**src/verilog/scda_pkg.sv**
```systemverilog
package scda_pkg;

	localparam int ADDR_W = 8;
	localparam int DATA_W = 8;

	// Register offsets.
	localparam logic [7:0] OFF_SERIAL_ID_BYTE0 = 8'h00;
	localparam logic [7:0] OFF_SERIAL_ID_BYTE1 = 8'h01;
	localparam logic [7:0] OFF_SERIAL_ID_BYTE2 = 8'h02;
	localparam logic [7:0] OFF_SERIAL_ID_BYTE3 = 8'h03;
	localparam logic [7:0] OFF_RESERVED_FACTORY_A = 8'h04;
	localparam logic [7:0] OFF_RESERVED_FACTORY_B = 8'h05;
	localparam logic [7:0] OFF_FACTORY_CONFIG_BYTE = 8'h06;
	localparam logic [7:0] OFF_PART_NUMBER_CODE = 8'h08;
	localparam logic [7:0] OFF_DEVICE_CONTROL_REG = 8'h0A;
	localparam logic [7:0] OFF_DEVICE_CONFIG_REG = 8'h0B;
	localparam logic [7:0] OFF_AXIS_CONFIG_REG = 8'h0C;
	localparam logic [7:0] OFF_ARMING_CONFIG_REG = 8'h0E;
	localparam logic [7:0] OFF_ARMING_THRESHOLD_POS_REG = 8'h10;
	localparam logic [7:0] OFF_ARMING_THRESHOLD_NEG_REG = 8'h12;
	localparam logic [7:0] OFF_DEVICE_STATUS_REG = 8'h14;
	localparam logic [7:0] OFF_EVENT_COUNT_REG = 8'h15;
	localparam logic [7:0] OFF_OFFSET_CORRECTION_VALUE = 8'h16;
	localparam logic [7:0] OFF_RESERVED_UPPER_A = 8'h1C;
	localparam logic [7:0] OFF_RESERVED_UPPER_B = 8'h1D;

	// Field positions.
	localparam int CTL_RES1_BIT = 7;
	localparam int CTL_RES0_BIT = 6;
	localparam int CFG_ENDINIT_BIT = 5;
	localparam int STAT_CRC_ERR_BIT = 6;
	localparam int STAT_DEVRES_BIT = 0;
	localparam int SERIAL_LOT_LSB = 13;

	// Writable and status-input bit masks; reserved bits are stored or read as zero.
	localparam logic [7:0] DEV_CFG_MASK = 8'h3F;
	localparam logic [7:0] AXIS_MASK = 8'h8F;
	localparam logic [7:0] ARM_MASK = 8'h3F;
	localparam logic [7:0] STAT_IN_MASK = 8'h3A;

	// Reset values and CRC parameters.
	localparam logic [7:0] CFG_RST = 8'h00;
	localparam logic [7:0] CRC_INIT = 8'hFF;
	localparam logic [7:0] CRC_POLY = 8'h07;
	localparam int OTP_CRC_BYTES = 8;
	localparam int CFG_CRC_BYTES = 5;

	typedef enum logic [2:0] {
		K_OTP, K_RW, K_RO, K_RSVD, K_INV
	} scda_kind_t;

	typedef enum logic [1:0] {
		SEQ_IDLE, SEQ_ONE, SEQ_TWO
	} scda_seq_t;

	typedef struct packed {
		logic [ADDR_W-1:0] addr;
		logic [DATA_W-1:0] wdata;
		logic wr;
		logic rd;
	} scda_req_t;

	typedef struct packed {
		logic valid;
		logic invalid;
		logic [DATA_W-1:0] rdata;
	} scda_rsp_t;

	typedef struct packed {
		logic [31:0] serial;
		logic [7:0] rsv_a;
		logic [7:0] rsv_b;
		logic [7:0] fct_cfg;
		logic [7:0] part_num;
		logic [7:0] crc;
	} scda_otp_t;

	typedef struct packed {
		logic [18:0] lot;
		logic [12:0] unit;
	} scda_serial_t;

	typedef struct packed {
		logic [7:0] dev_cfg;
		logic [7:0] axis_cfg;
		logic [7:0] arm_cfg;
		logic [7:0] thr_pos;
		logic [7:0] thr_neg;
	} scda_cfg_t;

endpackage

```
**src/verilog/scda_top.sv**
```systemverilog
`timescale 1ns/1ps

module scda_top (
	input wire logic clk,
	input wire logic sys_rst,
	input wire scda_pkg::scda_req_t req,
	output scda_pkg::scda_rsp_t rsp,
	input wire scda_pkg::scda_otp_t otp_image,
	input wire logic [7:0] event_count,
	input wire logic [7:0] offset_corr,
	input wire logic [7:0] status_in,
	output scda_pkg::scda_cfg_t cfg,
	output scda_pkg::scda_serial_t serial_id,
	output logic otp_valid,
	output logic id_unassigned,
	output logic otp_crc_err,
	output logic wr_crc_err,
	output logic soft_reset
);
	import scda_pkg::*;

	function automatic scda_kind_t addr_kind(input logic [7:0] a);
		case (a)
			OFF_SERIAL_ID_BYTE0, OFF_SERIAL_ID_BYTE1, OFF_SERIAL_ID_BYTE2,
			OFF_SERIAL_ID_BYTE3, OFF_RESERVED_FACTORY_A,
			OFF_RESERVED_FACTORY_B, OFF_FACTORY_CONFIG_BYTE,
			OFF_PART_NUMBER_CODE: addr_kind = K_OTP;
			OFF_DEVICE_CONTROL_REG, OFF_DEVICE_CONFIG_REG,
			OFF_AXIS_CONFIG_REG, OFF_ARMING_CONFIG_REG,
			OFF_ARMING_THRESHOLD_POS_REG,
			OFF_ARMING_THRESHOLD_NEG_REG: addr_kind = K_RW;
			OFF_DEVICE_STATUS_REG, OFF_EVENT_COUNT_REG,
			OFF_OFFSET_CORRECTION_VALUE: addr_kind = K_RO;
			OFF_RESERVED_UPPER_A, OFF_RESERVED_UPPER_B: addr_kind = K_RSVD;
			default: addr_kind = K_INV;
		endcase
	endfunction

	// CRC-8 over the lowest n bytes of v, most significant byte first.
	// Each call unrolls into an 8-step chain per byte (64 steps for the OTP block), so keep it to short blocks.
	function automatic logic [7:0] crc8(input logic [63:0] v, input int n);
		logic [7:0] c;
		c = CRC_INIT;
		for (int b = n - 1; b >= 0; b--) begin
			c = c ^ v[b*8 +: 8];
			for (int i = 0; i < 8; i++) begin
				c = c[7] ? ((c << 1) ^ CRC_POLY) : (c << 1);
			end
		end
		return c;
	endfunction

	scda_kind_t kind;
	logic wr_rw;
	logic wr_ctl;
	logic [1:0] res_bits;

	assign kind = addr_kind(req.addr);
	assign wr_rw = req.wr && (kind == K_RW);
	assign wr_ctl = req.wr && (req.addr == OFF_DEVICE_CONTROL_REG);
	assign res_bits = {req.wdata[CTL_RES1_BIT], req.wdata[CTL_RES0_BIT]};

	// OTP shadow: loaded once after reset, never written by the host.
	scda_otp_t otp_q, otp_d;
	logic otp_valid_q, otp_valid_d;
	logic otp_err_q, otp_err_d;
	logic [7:0] otp_crc_now;

	assign otp_crc_now = crc8({otp_q.serial, otp_q.rsv_a, otp_q.rsv_b,
		otp_q.fct_cfg, otp_q.part_num}, OTP_CRC_BYTES);

	always_comb begin
		otp_d = otp_q;
		otp_valid_d = 1'b1;
		otp_err_d = otp_err_q;
		if (!otp_valid_q) begin
			otp_d = otp_image;
		end
		if (otp_valid_q && (otp_crc_now != otp_q.crc)) begin
			otp_err_d = 1'b1;
		end
	end

	always_ff @(posedge clk or posedge sys_rst) begin
		if (sys_rst) begin
			otp_q <= '0;
			otp_valid_q <= 1'b0;
			otp_err_q <= 1'b0;
		end else begin
			otp_q <= otp_d;
			otp_valid_q <= otp_valid_d;
			otp_err_q <= otp_err_d;
		end
	end

	// Writable block, reset sequence, writable CRC and reset flag.
	scda_cfg_t cfg_q, cfg_d;
	scda_seq_t seq_q, seq_d;
	logic armed_q, armed_d;
	logic [7:0] wref_q, wref_d;
	logic werr_q, werr_d;
	logic devres_q, devres_d;
	logic fire_q, fire_d;
	logic endinit;
	logic [7:0] wcrc_now;

	assign endinit = cfg_q.dev_cfg[CFG_ENDINIT_BIT];
	assign wcrc_now = crc8({24'h000000, cfg_q}, CFG_CRC_BYTES);

	always_comb begin
		cfg_d = cfg_q;
		seq_d = seq_q;
		armed_d = armed_q;
		wref_d = wref_q;
		werr_d = werr_q;
		devres_d = devres_q;
		fire_d = 1'b0;
		// Once the end-of-init bit is set only the control register
		// accepts writes, so normal traffic cannot disturb settings.
		if (wr_rw && !endinit) begin
			case (req.addr)
				OFF_DEVICE_CONFIG_REG:
					cfg_d.dev_cfg = req.wdata & DEV_CFG_MASK;
				OFF_AXIS_CONFIG_REG:
					cfg_d.axis_cfg = req.wdata & AXIS_MASK;
				OFF_ARMING_CONFIG_REG:
					cfg_d.arm_cfg = req.wdata & ARM_MASK;
				OFF_ARMING_THRESHOLD_POS_REG:
					cfg_d.thr_pos = req.wdata;
				OFF_ARMING_THRESHOLD_NEG_REG:
					cfg_d.thr_neg = req.wdata;
				default: cfg_d = cfg_q;
			endcase
		end
		// Any access other than the next expected control write breaks
		// the reset sequence, including a read of the control register.
		if (req.wr || req.rd) begin
			seq_d = SEQ_IDLE;
		end
		if (wr_ctl) begin
			case (seq_q)
				SEQ_IDLE: if (res_bits == 2'b00) seq_d = SEQ_ONE;
				SEQ_ONE: begin
					if (res_bits == 2'b11) begin
						seq_d = SEQ_TWO;
					end else if (res_bits == 2'b00) begin
						seq_d = SEQ_ONE;
					end
				end
				SEQ_TWO: begin
					if (res_bits == 2'b01) begin
						fire_d = 1'b1;
					end else if (res_bits == 2'b00) begin
						seq_d = SEQ_ONE;
					end
				end
				default: seq_d = SEQ_IDLE;
			endcase
		end
		// The writable CRC only runs while locked; its reference is taken
		// the cycle after the lock closes, when contents are final.
		if (endinit && !armed_q) begin
			armed_d = 1'b1;
			wref_d = wcrc_now;
		end
		if (armed_q && (wcrc_now != wref_q)) begin
			werr_d = 1'b1;
		end
		if (req.rd && (req.addr == OFF_DEVICE_STATUS_REG)) begin
			devres_d = 1'b0;
		end
		if (fire_q) begin
			devres_d = 1'b1;
		end
		if (fire_d) begin
			cfg_d = '0;
			seq_d = SEQ_IDLE;
			armed_d = 1'b0;
			wref_d = CFG_RST;
			werr_d = 1'b0;
		end
	end

	always_ff @(posedge clk or posedge sys_rst) begin
		if (sys_rst) begin
			cfg_q <= '0;
			seq_q <= SEQ_IDLE;
			armed_q <= 1'b0;
			wref_q <= CFG_RST;
			werr_q <= 1'b0;
			devres_q <= 1'b1;
			fire_q <= 1'b0;
		end else begin
			cfg_q <= cfg_d;
			seq_q <= seq_d;
			armed_q <= armed_d;
			wref_q <= wref_d;
			werr_q <= werr_d;
			devres_q <= devres_d;
			fire_q <= fire_d;
		end
	end

	// Read answer, one cycle after the read strobe.
	scda_rsp_t rsp_q, rsp_d;
	logic [7:0] status_byte;
	// The reset flag is set the cycle after a soft reset fires; a status
	// read in that same cycle cannot clear it, so no reset goes unseen.

	always_comb begin
		status_byte = status_in & STAT_IN_MASK;
		status_byte[STAT_CRC_ERR_BIT] = werr_q | otp_err_q;
		status_byte[STAT_DEVRES_BIT] = devres_q;
	end

	always_comb begin
		rsp_d = '0;
		if (req.rd) begin
			rsp_d.valid = 1'b1;
			case (req.addr)
				OFF_SERIAL_ID_BYTE0: rsp_d.rdata = otp_q.serial[7:0];
				OFF_SERIAL_ID_BYTE1: rsp_d.rdata = otp_q.serial[15:8];
				OFF_SERIAL_ID_BYTE2: rsp_d.rdata = otp_q.serial[23:16];
				OFF_SERIAL_ID_BYTE3: rsp_d.rdata = otp_q.serial[31:24];
				OFF_RESERVED_FACTORY_A: rsp_d.rdata = otp_q.rsv_a;
				OFF_RESERVED_FACTORY_B: rsp_d.rdata = otp_q.rsv_b;
				OFF_FACTORY_CONFIG_BYTE: rsp_d.rdata = otp_q.fct_cfg;
				OFF_PART_NUMBER_CODE: rsp_d.rdata = otp_q.part_num;
				OFF_DEVICE_CONFIG_REG: rsp_d.rdata = cfg_q.dev_cfg;
				OFF_AXIS_CONFIG_REG: rsp_d.rdata = cfg_q.axis_cfg;
				OFF_ARMING_CONFIG_REG: rsp_d.rdata = cfg_q.arm_cfg;
				OFF_ARMING_THRESHOLD_POS_REG: rsp_d.rdata = cfg_q.thr_pos;
				OFF_ARMING_THRESHOLD_NEG_REG: rsp_d.rdata = cfg_q.thr_neg;
				OFF_DEVICE_STATUS_REG: rsp_d.rdata = status_byte;
				OFF_EVENT_COUNT_REG: rsp_d.rdata = event_count;
				OFF_OFFSET_CORRECTION_VALUE: rsp_d.rdata = offset_corr;
				default: rsp_d.rdata = 8'h00;
			endcase
			if (kind == K_INV) begin
				rsp_d.invalid = 1'b1;
				rsp_d.rdata = 8'h00;
			end
		end
	end

	always_ff @(posedge clk or posedge sys_rst) begin
		if (sys_rst) begin
			rsp_q <= '0;
		end else begin
			rsp_q <= rsp_d;
		end
	end

	assign rsp = rsp_q;
	assign cfg = cfg_q;
	// The serial identifier drives readback, the OTP CRC, the serial_id output and the id_unassigned flag.
	assign serial_id = otp_q.serial;
	assign otp_valid = otp_valid_q;
	// Zero is never issued as a unit or lot number, so a zero field marks
	// an unprogrammed or damaged identifier.
	assign id_unassigned = otp_valid_q &&
		((serial_id.unit == 13'h0000) ||
		(serial_id.lot == 19'h00000));
	assign otp_crc_err = otp_err_q;
	assign wr_crc_err = werr_q;
	assign soft_reset = fire_q;
endmodule

```
**config.mk**
```make
export PLATFORM = sky130hd
export DESIGN_NAME = scda_top
export DESIGN_NICKNAME = d
export VERILOG_FILES = /design/src/verilog/scda_pkg.sv /design/src/verilog/scda_top.sv
export SDC_FILE = /design/constraint.sdc
export NUM_CORES = 1
export LEC_CHECK = 0
export BUFFER_PORTS_ARGS = -buffer_cell sky130_fd_sc_hd__buf_2
export CORE_MARGIN = 2
export CORE_UTILIZATION = 55
export CTS_CLUSTER_DIAMETER = 100
export DETAILED_ROUTE_END_ITERATION = 16
export PLACE_DENSITY_LB_ADDON = 0.25
export SYNTH_ARGS = -nofsm -noshare
export SYNTH_HDL_FRONTEND = slang
export SYNTH_SLANG_ARGS = --single-unit
```
**constraint.sdc**
```tcl
create_clock -name clk -period 11.2 [get_ports clk]
set_input_delay 0 -clock clk [delete_from_list [all_inputs] [get_ports clk]]
set_output_delay 0 -clock clk [all_outputs]
set_load 0.02 [all_outputs]
```
==> impl_metrics.py, run 1 <==
metrics = {
    "synthesis": {
        "ys_top_cells_by_area": "dfrtp_1 35%, xnor2_1 13%, mux2_2 9.3%",
        "synth_top_area_share_pct": 34.6,
        "syn_area_per_cell_sq_um": 11.5,
        "synth_xor_area_share_pct": 30.2,
        "synth_area_sq_um": 9400,
        "synthAdderAreaFrac_pct": 0.266,
        "synth_compound_area_share_pct": 7.14,
        "ys_warn_count": 0,
        "yosys.area.top_type": "dfrtp_1",
        "synth_cells": 818,
        "synth_ff_type": "dfrtp_1",
        "synthDistinctLibCells": 59,
        "synth_simple_gate_area_share_pct": 7.88,
        "synth_top_family_by_area": "XOR/XNOR gates",
        "yosysSeqAreaShare_pct": 34.9,
        "synth-edff-count": 0,
        "synth-async-reset-ratio_pct": 100,
        "muxShareOfSynthArea_pct": 13.9,
        "yosys_register_bits": 131,
    },
    "power_and_ir_drop": {
        "totalPowerFinal_uw": 5240,
        "p_leak_uw": 0.00564,
        "power.density_nw_per_um2": 450,
        "vdd_drop_max_v": 0.000872,
    },
    "floorplan": {
        "core_area_sq_um": 16600,
        "rows": 47,
        "io_pins": 203,
        "die_x_um": 135,
        "die_h_um": 135,
        "start_util_pct": 56.5,
        "dieArea_sq_um": 18100,
    },
    "placement": {
        "port_buffers": 191,
        "hpwlAfterDp_um": 19100,
        "finalWeightedCongestion": 0.966,
        "dp_cells": 1160,
        "place_ws_ps": 6840,
    },
    "finish": {
        "post_layout_nonfiller_instances": 1278,
        "drive_above_1_share_pct": 31.6,
        "n_antenna_cell": 0,
        "seqCellArea_sq_um": 3280,
        "nNetsFinal": 1163,
        "syn2layout_area_growth_pct": 23.9,
        "multi_input_area_sq_um": 5620,
        "fillers": 1229,
    },
    "sta": {
        "fmax_ghz": 0.227,
        "clock_skew_ps": 11.6,
        "fin_setup_tns_ps": 0,
        "finalSetupViolations": 0,
        "rsz0062_at_grt": "false",
        "fin_crit_ps": 4400,
        "finalHoldWorstSlack_ps": 36.1,
        "layout_setup_ws_ps": 6800,
        "hold_viol": 0,
        "drv_slew": 0,
        "timing.final.crit_share_pct": 39.3,
        "tightest_slew_ps": 1000,
        "slew_headroom_pct": 33.1,
    },
    "min_path": {
        "min_to": "rsp[3]",
        "hold_class": "in -> reg",
        "hold_depth": 5,
        "hold_start": "offset_corr[3]",
    },
    "route": {
        "firstDrtPassIters": 5,
        "vias_per_cell": 5.68,
        "routedLengthMet1_um": 11300,
        "drtIter0Drc": 652,
        "wl_um": 26500,
        "num_vias": 7256,
        "wire_per_inst_um": 20.7,
        "wl_met2_um": 12200,
        "post-route-drc-count": 0,
        "ant_nets": 0,
        "dr.max_layer_used": "met4",
        "met3_length_um": 2430,
    },
    "clock_tree": {
        "root_buffer": "clkbuf_16",
        "cts_sinks": 131,
        "insertion_delay_ps": 430,
        "ctsResizeCount": 0,
        "cts_tree": "built",
        "clockBufferDepth": 2,
        "cts_buffers": 17,
        "h-tree-depth": 4,
        "path_clk_slew_ps": 70,
        "holdBufCountCts": 86,
        "cts_setup_buffers": 0,
    },
    "critical_path": {
        "cpMaxStageDelayCell": "xnor3_1",
        "crit_start": "serial_id[29]",
        "path_cells": "inv_1 -> ha_1 -> xnor2_1 -> xnor3_1 -> xnor2_1 -> xnor3_1 -> xnor3_1 -> xnor2_1 -> xnor2_1 -> or3_1 -> nand2_1 -> o2111ai_1 -> a21o_1",
        "reg2reg_slack_ps": 6800,
        "cp_max_fo": 7,
        "crit_required_ps": 11520,
        "r2r_start": "serial_id[29]",
        "cp_top_family": "XOR/XNOR gates",
        "arrival_ps": 4730,
        "critPathCaptureType": "flip-flop",
        "path_class": "reg -> reg",
        "r2r.worst_path.cells": 13,
        "r2r-end": "otp_crc_err",
        "cp-start-kind": "flip-flop",
        "crit_top_cell": "xnor2_1",
        "cp_num_buf_inv": 1,
        "worst-path-stages": 13,
        "slowest_delay_ps": 560,
    },
    "global_route": {
        "grt-ovfl-total": 0,
        "gr-usage-all-layers_pct": 29.8,
        "grt_pass1_vias": 7077,
        "grt_max_degree": 78,
        "antenna_found_initial": 0,
        "grt_pass1_wl_um": 40600,
    },
    "status": {
        "status": "complete, no violations",
    },
    "job": {
        "cap_viol_max_count": 0,
    },
}
kinds of logic (layout without fill, tap and decap cells):
group           count (synthesis)  count (layout)
xor+xnor                      230             230
simple gates                  152             152
flops                         131             131
mux                           118             118
compound gates                 92              92
buf+inv                        91             325
fa+ha+maj                       2               2
other cells                     2               8
cells in the mapped netlist, drive strengths merged (13+ instances only):
| library cell | n |
|---|---|
| xnor3 | 45 |
| xnor2 | 139 |
| nand2 | 29 |
| mux2 | 78 |
| xor2 | 35 |
| clkbuf | 34 |
| dfrtp | 130 |
| nor2 | 57 |
| mux2i | 38 |
| buf | 46 |
| o21ai | 15 |
| a22oi | 13 |
area by class of cell:
cell class,count,share of cell area (%)
multi-input combinational,602,48.2
sequential,131,28.2
timing repair buffer,282,15.9
clock buffer,17,3.65
tap,220,2.36
clock inverter,15,1.28
inverter,11,0.376
metrics by stage:
stage | utilization (%) | area (sq um)
floorplan | - | 9420
global placement | 61.3 | 10200
detailed placement | 61.3 | 10200
CTS | 70.0 | 11600
global route | 70.0 | 11600
finish | 70.0 | 11600
cells in the final DEF, fill, tap and decap left out, drive strengths merged, types with 8 or more instances in the layout:
cell         count
inv             25
nor2            57
mux2            78
xor3            11
xnor2          139
a21oi           10
nand2           29
a221oi           8
dlygate4sd3     86
a22oi           13
a22o             8
nand3            8
buf            196
dfrtp          130
mux2i           38
conb             8
o21ai           15
xor2            35
xnor3           45
nor3             9
clkbuf          17
report_power, final:
part,switching (uW),leakage (uW),internal (uW)
clock,249,0.000286,298
sequential,55.2,0.00159,500
combinational,1780,0.00376,2350
total,2090,0.00564,3150
layer usage:
layer / up-vias / track usage, %
met5: - / 0
met4: 0 / 8.89
met3: 47 / 7.17
met2: 379 / 45.8
met1: 3543 / 42.1
li1: 3287 / -
registers in the layout (all words and copies together) (netlist names):
signal and cells:
otp_crc_err 1, seq_q 2, wref_q 8, rsp 10, devres_q 1, serial_id 32
cfg 33, armed_q 1, otp_q 40, soft_reset 1, otp_valid 1, wr_crc_err 1
how the worst max path moves through the flow:
stage	endpoint
after floorplan	otp_crc_err
after global placement	otp_crc_err
after detailed placement	otp_crc_err
after CTS	otp_crc_err
after global routing	otp_crc_err
final	otp_crc_err
worst min-delay path, cell delays in order:
cell and delay [ps]:
buf_2 90, a22oi_1 70, nand3_1 70, nor2_1 50, a31oi_1 150
Note: power is estimated with default switching activity, not from simulation.
==> inputs of run 2 (changes only) <==
==> constraint.sdc (replaced) <==
create_clock -name clk -period 4.09 [get_ports clk]
set_input_delay 0 -clock clk [delete_from_list [all_inputs] [get_ports clk]]
set_output_delay 0 -clock clk [all_outputs]
set_load 0.02 [all_outputs]
==> impl_metrics.py, run 2 (synthesis gave the netlist of run 1 again) <==
metrics = {
    "clock_tree": {
        "cts_sinks": 131,
        "cts_tree": "built",
        "cts_buffers": 17,
        "h-tree-depth": 4,
        "path_clk_slew_ps": 60,
        "clockBufferDepth": 2,
        "insertion_delay_ps": 430,
        "root_buffer": "clkbuf_16",
    },
    "floorplan": {
        "die_x_um": 135,
        "core_area_sq_um": 16600,
        "start_util_pct": 56.5,
        "io_pins": 203,
        "die_h_um": 135,
        "rows": 47,
        "dieArea_sq_um": 18100,
    },
    "sta": {
        "slew_headroom_pct": 35.2,
        "tightest_slew_ps": 963,
        "fin_crit_ps": 3980,
        "fin_setup_tns_ps": 0,
        "hold_viol": 0,
        "finalSetupViolations": 0,
        "fmax_ghz": 0.251,
        "clock_skew_ps": 11.4,
        "drv_slew": 0,
        "timing.final.crit_share_pct": 97.3,
        "layout_setup_ws_ps": 112,
    },
    "placement": {
        "place_ws_ps": 127,
        "port_buffers": 191,
        "dp_cells": 1192,
        "finalWeightedCongestion": 0.913,
        "hpwlAfterDp_um": 20300,
    },
    "global_route": {
        "gr-usage-all-layers_pct": 31.8,
        "grt_max_degree": 84,
        "antenna_found_initial": 0,
        "grt_pass1_vias": 7413,
        "grt-ovfl-total": 0,
        "grt_pass1_wl_um": 43000,
    },
    "critical_path": {
        "path_class": "reg -> reg",
        "critPathCaptureType": "flip-flop",
        "crit_required_ps": 4410,
        "cp-start-kind": "flip-flop",
        "cp_max_fo": 5,
        "arrival_ps": 4300,
    },
    "route": {
        "ant_nets": 0,
        "drtIter0Drc": 801,
        "firstDrtPassIters": 8,
        "post-route-drc-count": 0,
        "vias_per_cell": 5.72,
        "wire_per_inst_um": 21.7,
        "num_vias": 7532,
        "wl_um": 28500,
    },
    "finish": {
        "syn2layout_area_growth_pct": 29.0,
        "fillers": 1166,
        "regMostFlops": "otp_q",
        "n_antenna_cell": 0,
        "nNetsFinal": 1202,
        "final_cell_mix": "191 x buf_2, 128 x dfrtp_1, 124 x xnor2_1",
        "largest_reg_flops": 40,
        "drive_above_1_share_pct": 35.8,
        "final_common_cell": "buf_2",
        "post_layout_nonfiller_instances": 1317,
    },
    "job": {
        "cap_viol_max_count": 0,
    },
    "status": {
        "status": "complete, no violations",
    },
    "min_path": {
        "hold_class": "in -> reg",
    },
}
[run 2: timing repair]
action,in CTS,in global routing
resized for setup,0,21
hold endpoints to repair,160,0
setup buffers,0,7
hold buffers,86,0
setup endpoints to repair,0,1
[run 2: area by class of cell]
cell class	count	area (sq um)	share of cell area (%)
clock buffers	21	480	3.97
flip-flops and latches	131	3280	27.1
clock inverters	11	125	1.03
well taps	220	275	2.27
inverters	11	43.8	0.361
multi-input cells	602	5750	47.5
repair buffers	321	2160	17.8
[run 2: through the flow]
stage	util [%]	hold slack, ps	instance area [sq um]
floorplan	-	31.4	9420
global placement	62.9	120	10500
detailed placement	62.9	132	10500
CTS	71.7	14.3	11900
global route	72.8	30.1	12100
finish	72.8	66.1	12100
[run 2: worst paths after layout]
path                                     end  cells past startpoint  slack, ps            from
worst min register to register      devres_q                      1        460      soft_reset
worst max register to register   otp_crc_err                     13        110   serial_id[27]
worst max-delay path             otp_crc_err                     13        110   serial_id[27]
worst min-delay path                  rsp[6]                      3         70  offset_corr[6]
max in group asynchronous          otp_valid                      4       2980         sys_rst
min in group asynchronous       serial_id[3]                      3        210         sys_rst
[run 2: worst max-delay path: stages, from the launching register on]
cell and delay [ps]:
dfrtp_1 420, buf_4 190, xnor3_1 380, xnor2_1 400, xor2_2 270, buf_4 160
xnor3_2 310, xnor3_2 440, xnor2_2 220, xnor3_2 300, xor2_1 180, mux2i_1 240
o2111ai_2 150, a21o_1 200
[run 2: layer usage]
metal	share of wire, %	routed length [um]	GRT usage [%]	vias up
li1	-	-	-	3356
met1	41	11800	44.5	3673
met2	47	13400	50.5	454
met3	9.9	2820	6.68	49
met4	1.9	552	9.06	0
met5	0	0	0	-
Power of run 2 is left out: the tool's default activity adds up to more than one toggle a clock period on the data nets, which glitch-free logic cannot reach.
==> inputs of run 3 (changes only) <==
--- a/config.mk
+++ b/config.mk
@@ -6,7 +6,7 @@
 export NUM_CORES = 1
 export LEC_CHECK = 0
 export BUFFER_PORTS_ARGS = -buffer_cell sky130_fd_sc_hd__buf_2
-export CORE_MARGIN = 2
+export CORE_MARGIN = 1.5
 export CORE_UTILIZATION = 55
 export CTS_CLUSTER_DIAMETER = 100
 export DETAILED_ROUTE_END_ITERATION = 16
==> impl_metrics.py, run 3 (synthesis gave the netlist of run 1 again) <==
metrics = {
    "min_path": {
        "hold_class": "in -> reg",
    },
    "finish": {
        "syn2layout_area_growth_pct": 27.5,
        "final_cell_mix": "191 x buf_2, 126 x dfrtp_1, 124 x xnor2_1",
        "regMostFlops": "otp_q",
        "n_antenna_cell": 0,
        "fillers": 1183,
        "drive_above_1_share_pct": 34.9,
        "final_common_cell": "buf_2",
        "largest_reg_flops": 40,
        "nNetsFinal": 1192,
    },
    "route": {
        "ant_nets": 0,
        "drtIter0Drc": 806,
        "post-route-drc-count": 0,
        "wl_um": 27900,
        "wire_per_inst_um": 21.4,
        "vias_per_cell": 5.70,
        "firstDrtPassIters": 6,
        "num_vias": 7418,
    },
    "sta": {
        "finalHoldWorstSlack_ps": 41.7,
        "tightest_slew_ps": 963,
        "timing.final.crit_share_pct": 96.1,
        "hold_viol": 0,
        "slew_headroom_pct": 35.2,
        "fin_crit_ps": 3930,
        "drv_slew": 0,
        "clock_skew_ps": 8.87,
        "layout_setup_ws_ps": 161,
        "finalSetupViolations": 0,
        "fmax_ghz": 0.255,
    },
    "placement": {
        "port_buffers": 191,
        "finalWeightedCongestion": 0.941,
        "place_ws_ps": 9.67,
        "hpwlAfterDp_um": 19900,
    },
    "clock_tree": {
        "cts_sinks": 131,
        "insertion_delay_ps": 420,
        "cts_tree": "built",
        "clockBufferDepth": 2,
        "h-tree-depth": 4,
        "cts_buffers": 17,
        "path_clk_slew_ps": 60,
        "root_buffer": "clkbuf_16",
    },
    "floorplan": {
        "rows": 47,
        "io_pins": 203,
        "dieArea_sq_um": 17900,
        "die_h_um": 134,
        "core_area_sq_um": 16600,
        "die_x_um": 134,
        "start_util_pct": 56.5,
    },
    "status": {
        "status": "complete, no violations",
    },
    "global_route": {
        "grt_pass1_wl_um": 41900,
        "grt_pass1_vias": 7372,
        "antenna_found_initial": 0,
        "grt_max_degree": 83,
        "gr-usage-all-layers_pct": 31.5,
        "grt-ovfl-total": 0,
    },
    "critical_path": {
        "crit_required_ps": 4410,
        "cp-start-kind": "flip-flop",
        "critPathCaptureType": "flip-flop",
        "path_class": "reg -> reg",
        "cp_max_fo": 4,
        "arrival_ps": 4250,
    },
    "job": {
        "cap_viol_max_count": 0,
    },
}
## run 3: worst paths after layout
path	from	cells past startpoint	slack (ps)	end
max	serial_id[29]	13	160	otp_crc_err
min	offset_corr[6]	3	40	rsp[6]
max reg2reg	serial_id[29]	13	160	otp_crc_err
min reg2reg	soft_reset	1	470	devres_q
max in group asynchronous	sys_rst	4	2970	wref_q[2]
min in group asynchronous	sys_rst	3	220	serial_id[11]
## run 3: per-stage QoR
step	util, %	cells	setup TNS (ps)	instance area, sq um
2_1_floorplan	-	824	0	9420
4_1_cts	71.1	1299	0	11800
3_3_place_gp	62.6	1186	0	10400
5_1_grt	72.0	1302	-29.5	12000
3_5_place_dp	62.6	1186	0	10400
6_report	72.0	1302	0	12000
## run 3: cell type report
cell class / instances / area [sq um] / share of cell area, %
clock buffer: 22 / 484 / 4.04
clock inverter: 5 / 55.1 / 0.459
inverter: 11 / 43.8 / 0.365
multi-input combinational: 602 / 5750 / 48.0
sequential: 131 / 3280 / 27.4
tap: 220 / 275 / 2.30
timing repair buffer: 311 / 2080 / 17.4
## run 3: worst max-delay path, cell delays in order (launching register included)
cell       delay [ps]
dfrtp_1           390
inv_1              60
ha_1              330
xnor2_2           270
xor3_2            470
xnor2_4           230
xnor3_1           360
xnor3_2           430
xnor2_2           190
xnor3_2           310
xor2_1            210
mux2i_1           220
o2111ai_1         150
a21o_1            200
## run 3: per-layer routing
metal  routed length [um]  track usage [%]
met4                  410             7.73
met3                 2440             6.54
met5                    0                0
met1                11900             44.1
met2                13200             50.4
## run 3: what timing repair did
| action | 4_1_cts | 5_1_grt |
|---|---|---|
| gates resized for setup | 1 | 23 |
| pin swaps | 1 | 14 |
| endpoints found under the hold margin | 159 | 0 |
| endpoints found under the setup margin | 1 | 1 |
| setup buffers | 0 | 3 |
| hold buffers | 86 | 0 |
Power of run 3 is left out for the same reason.
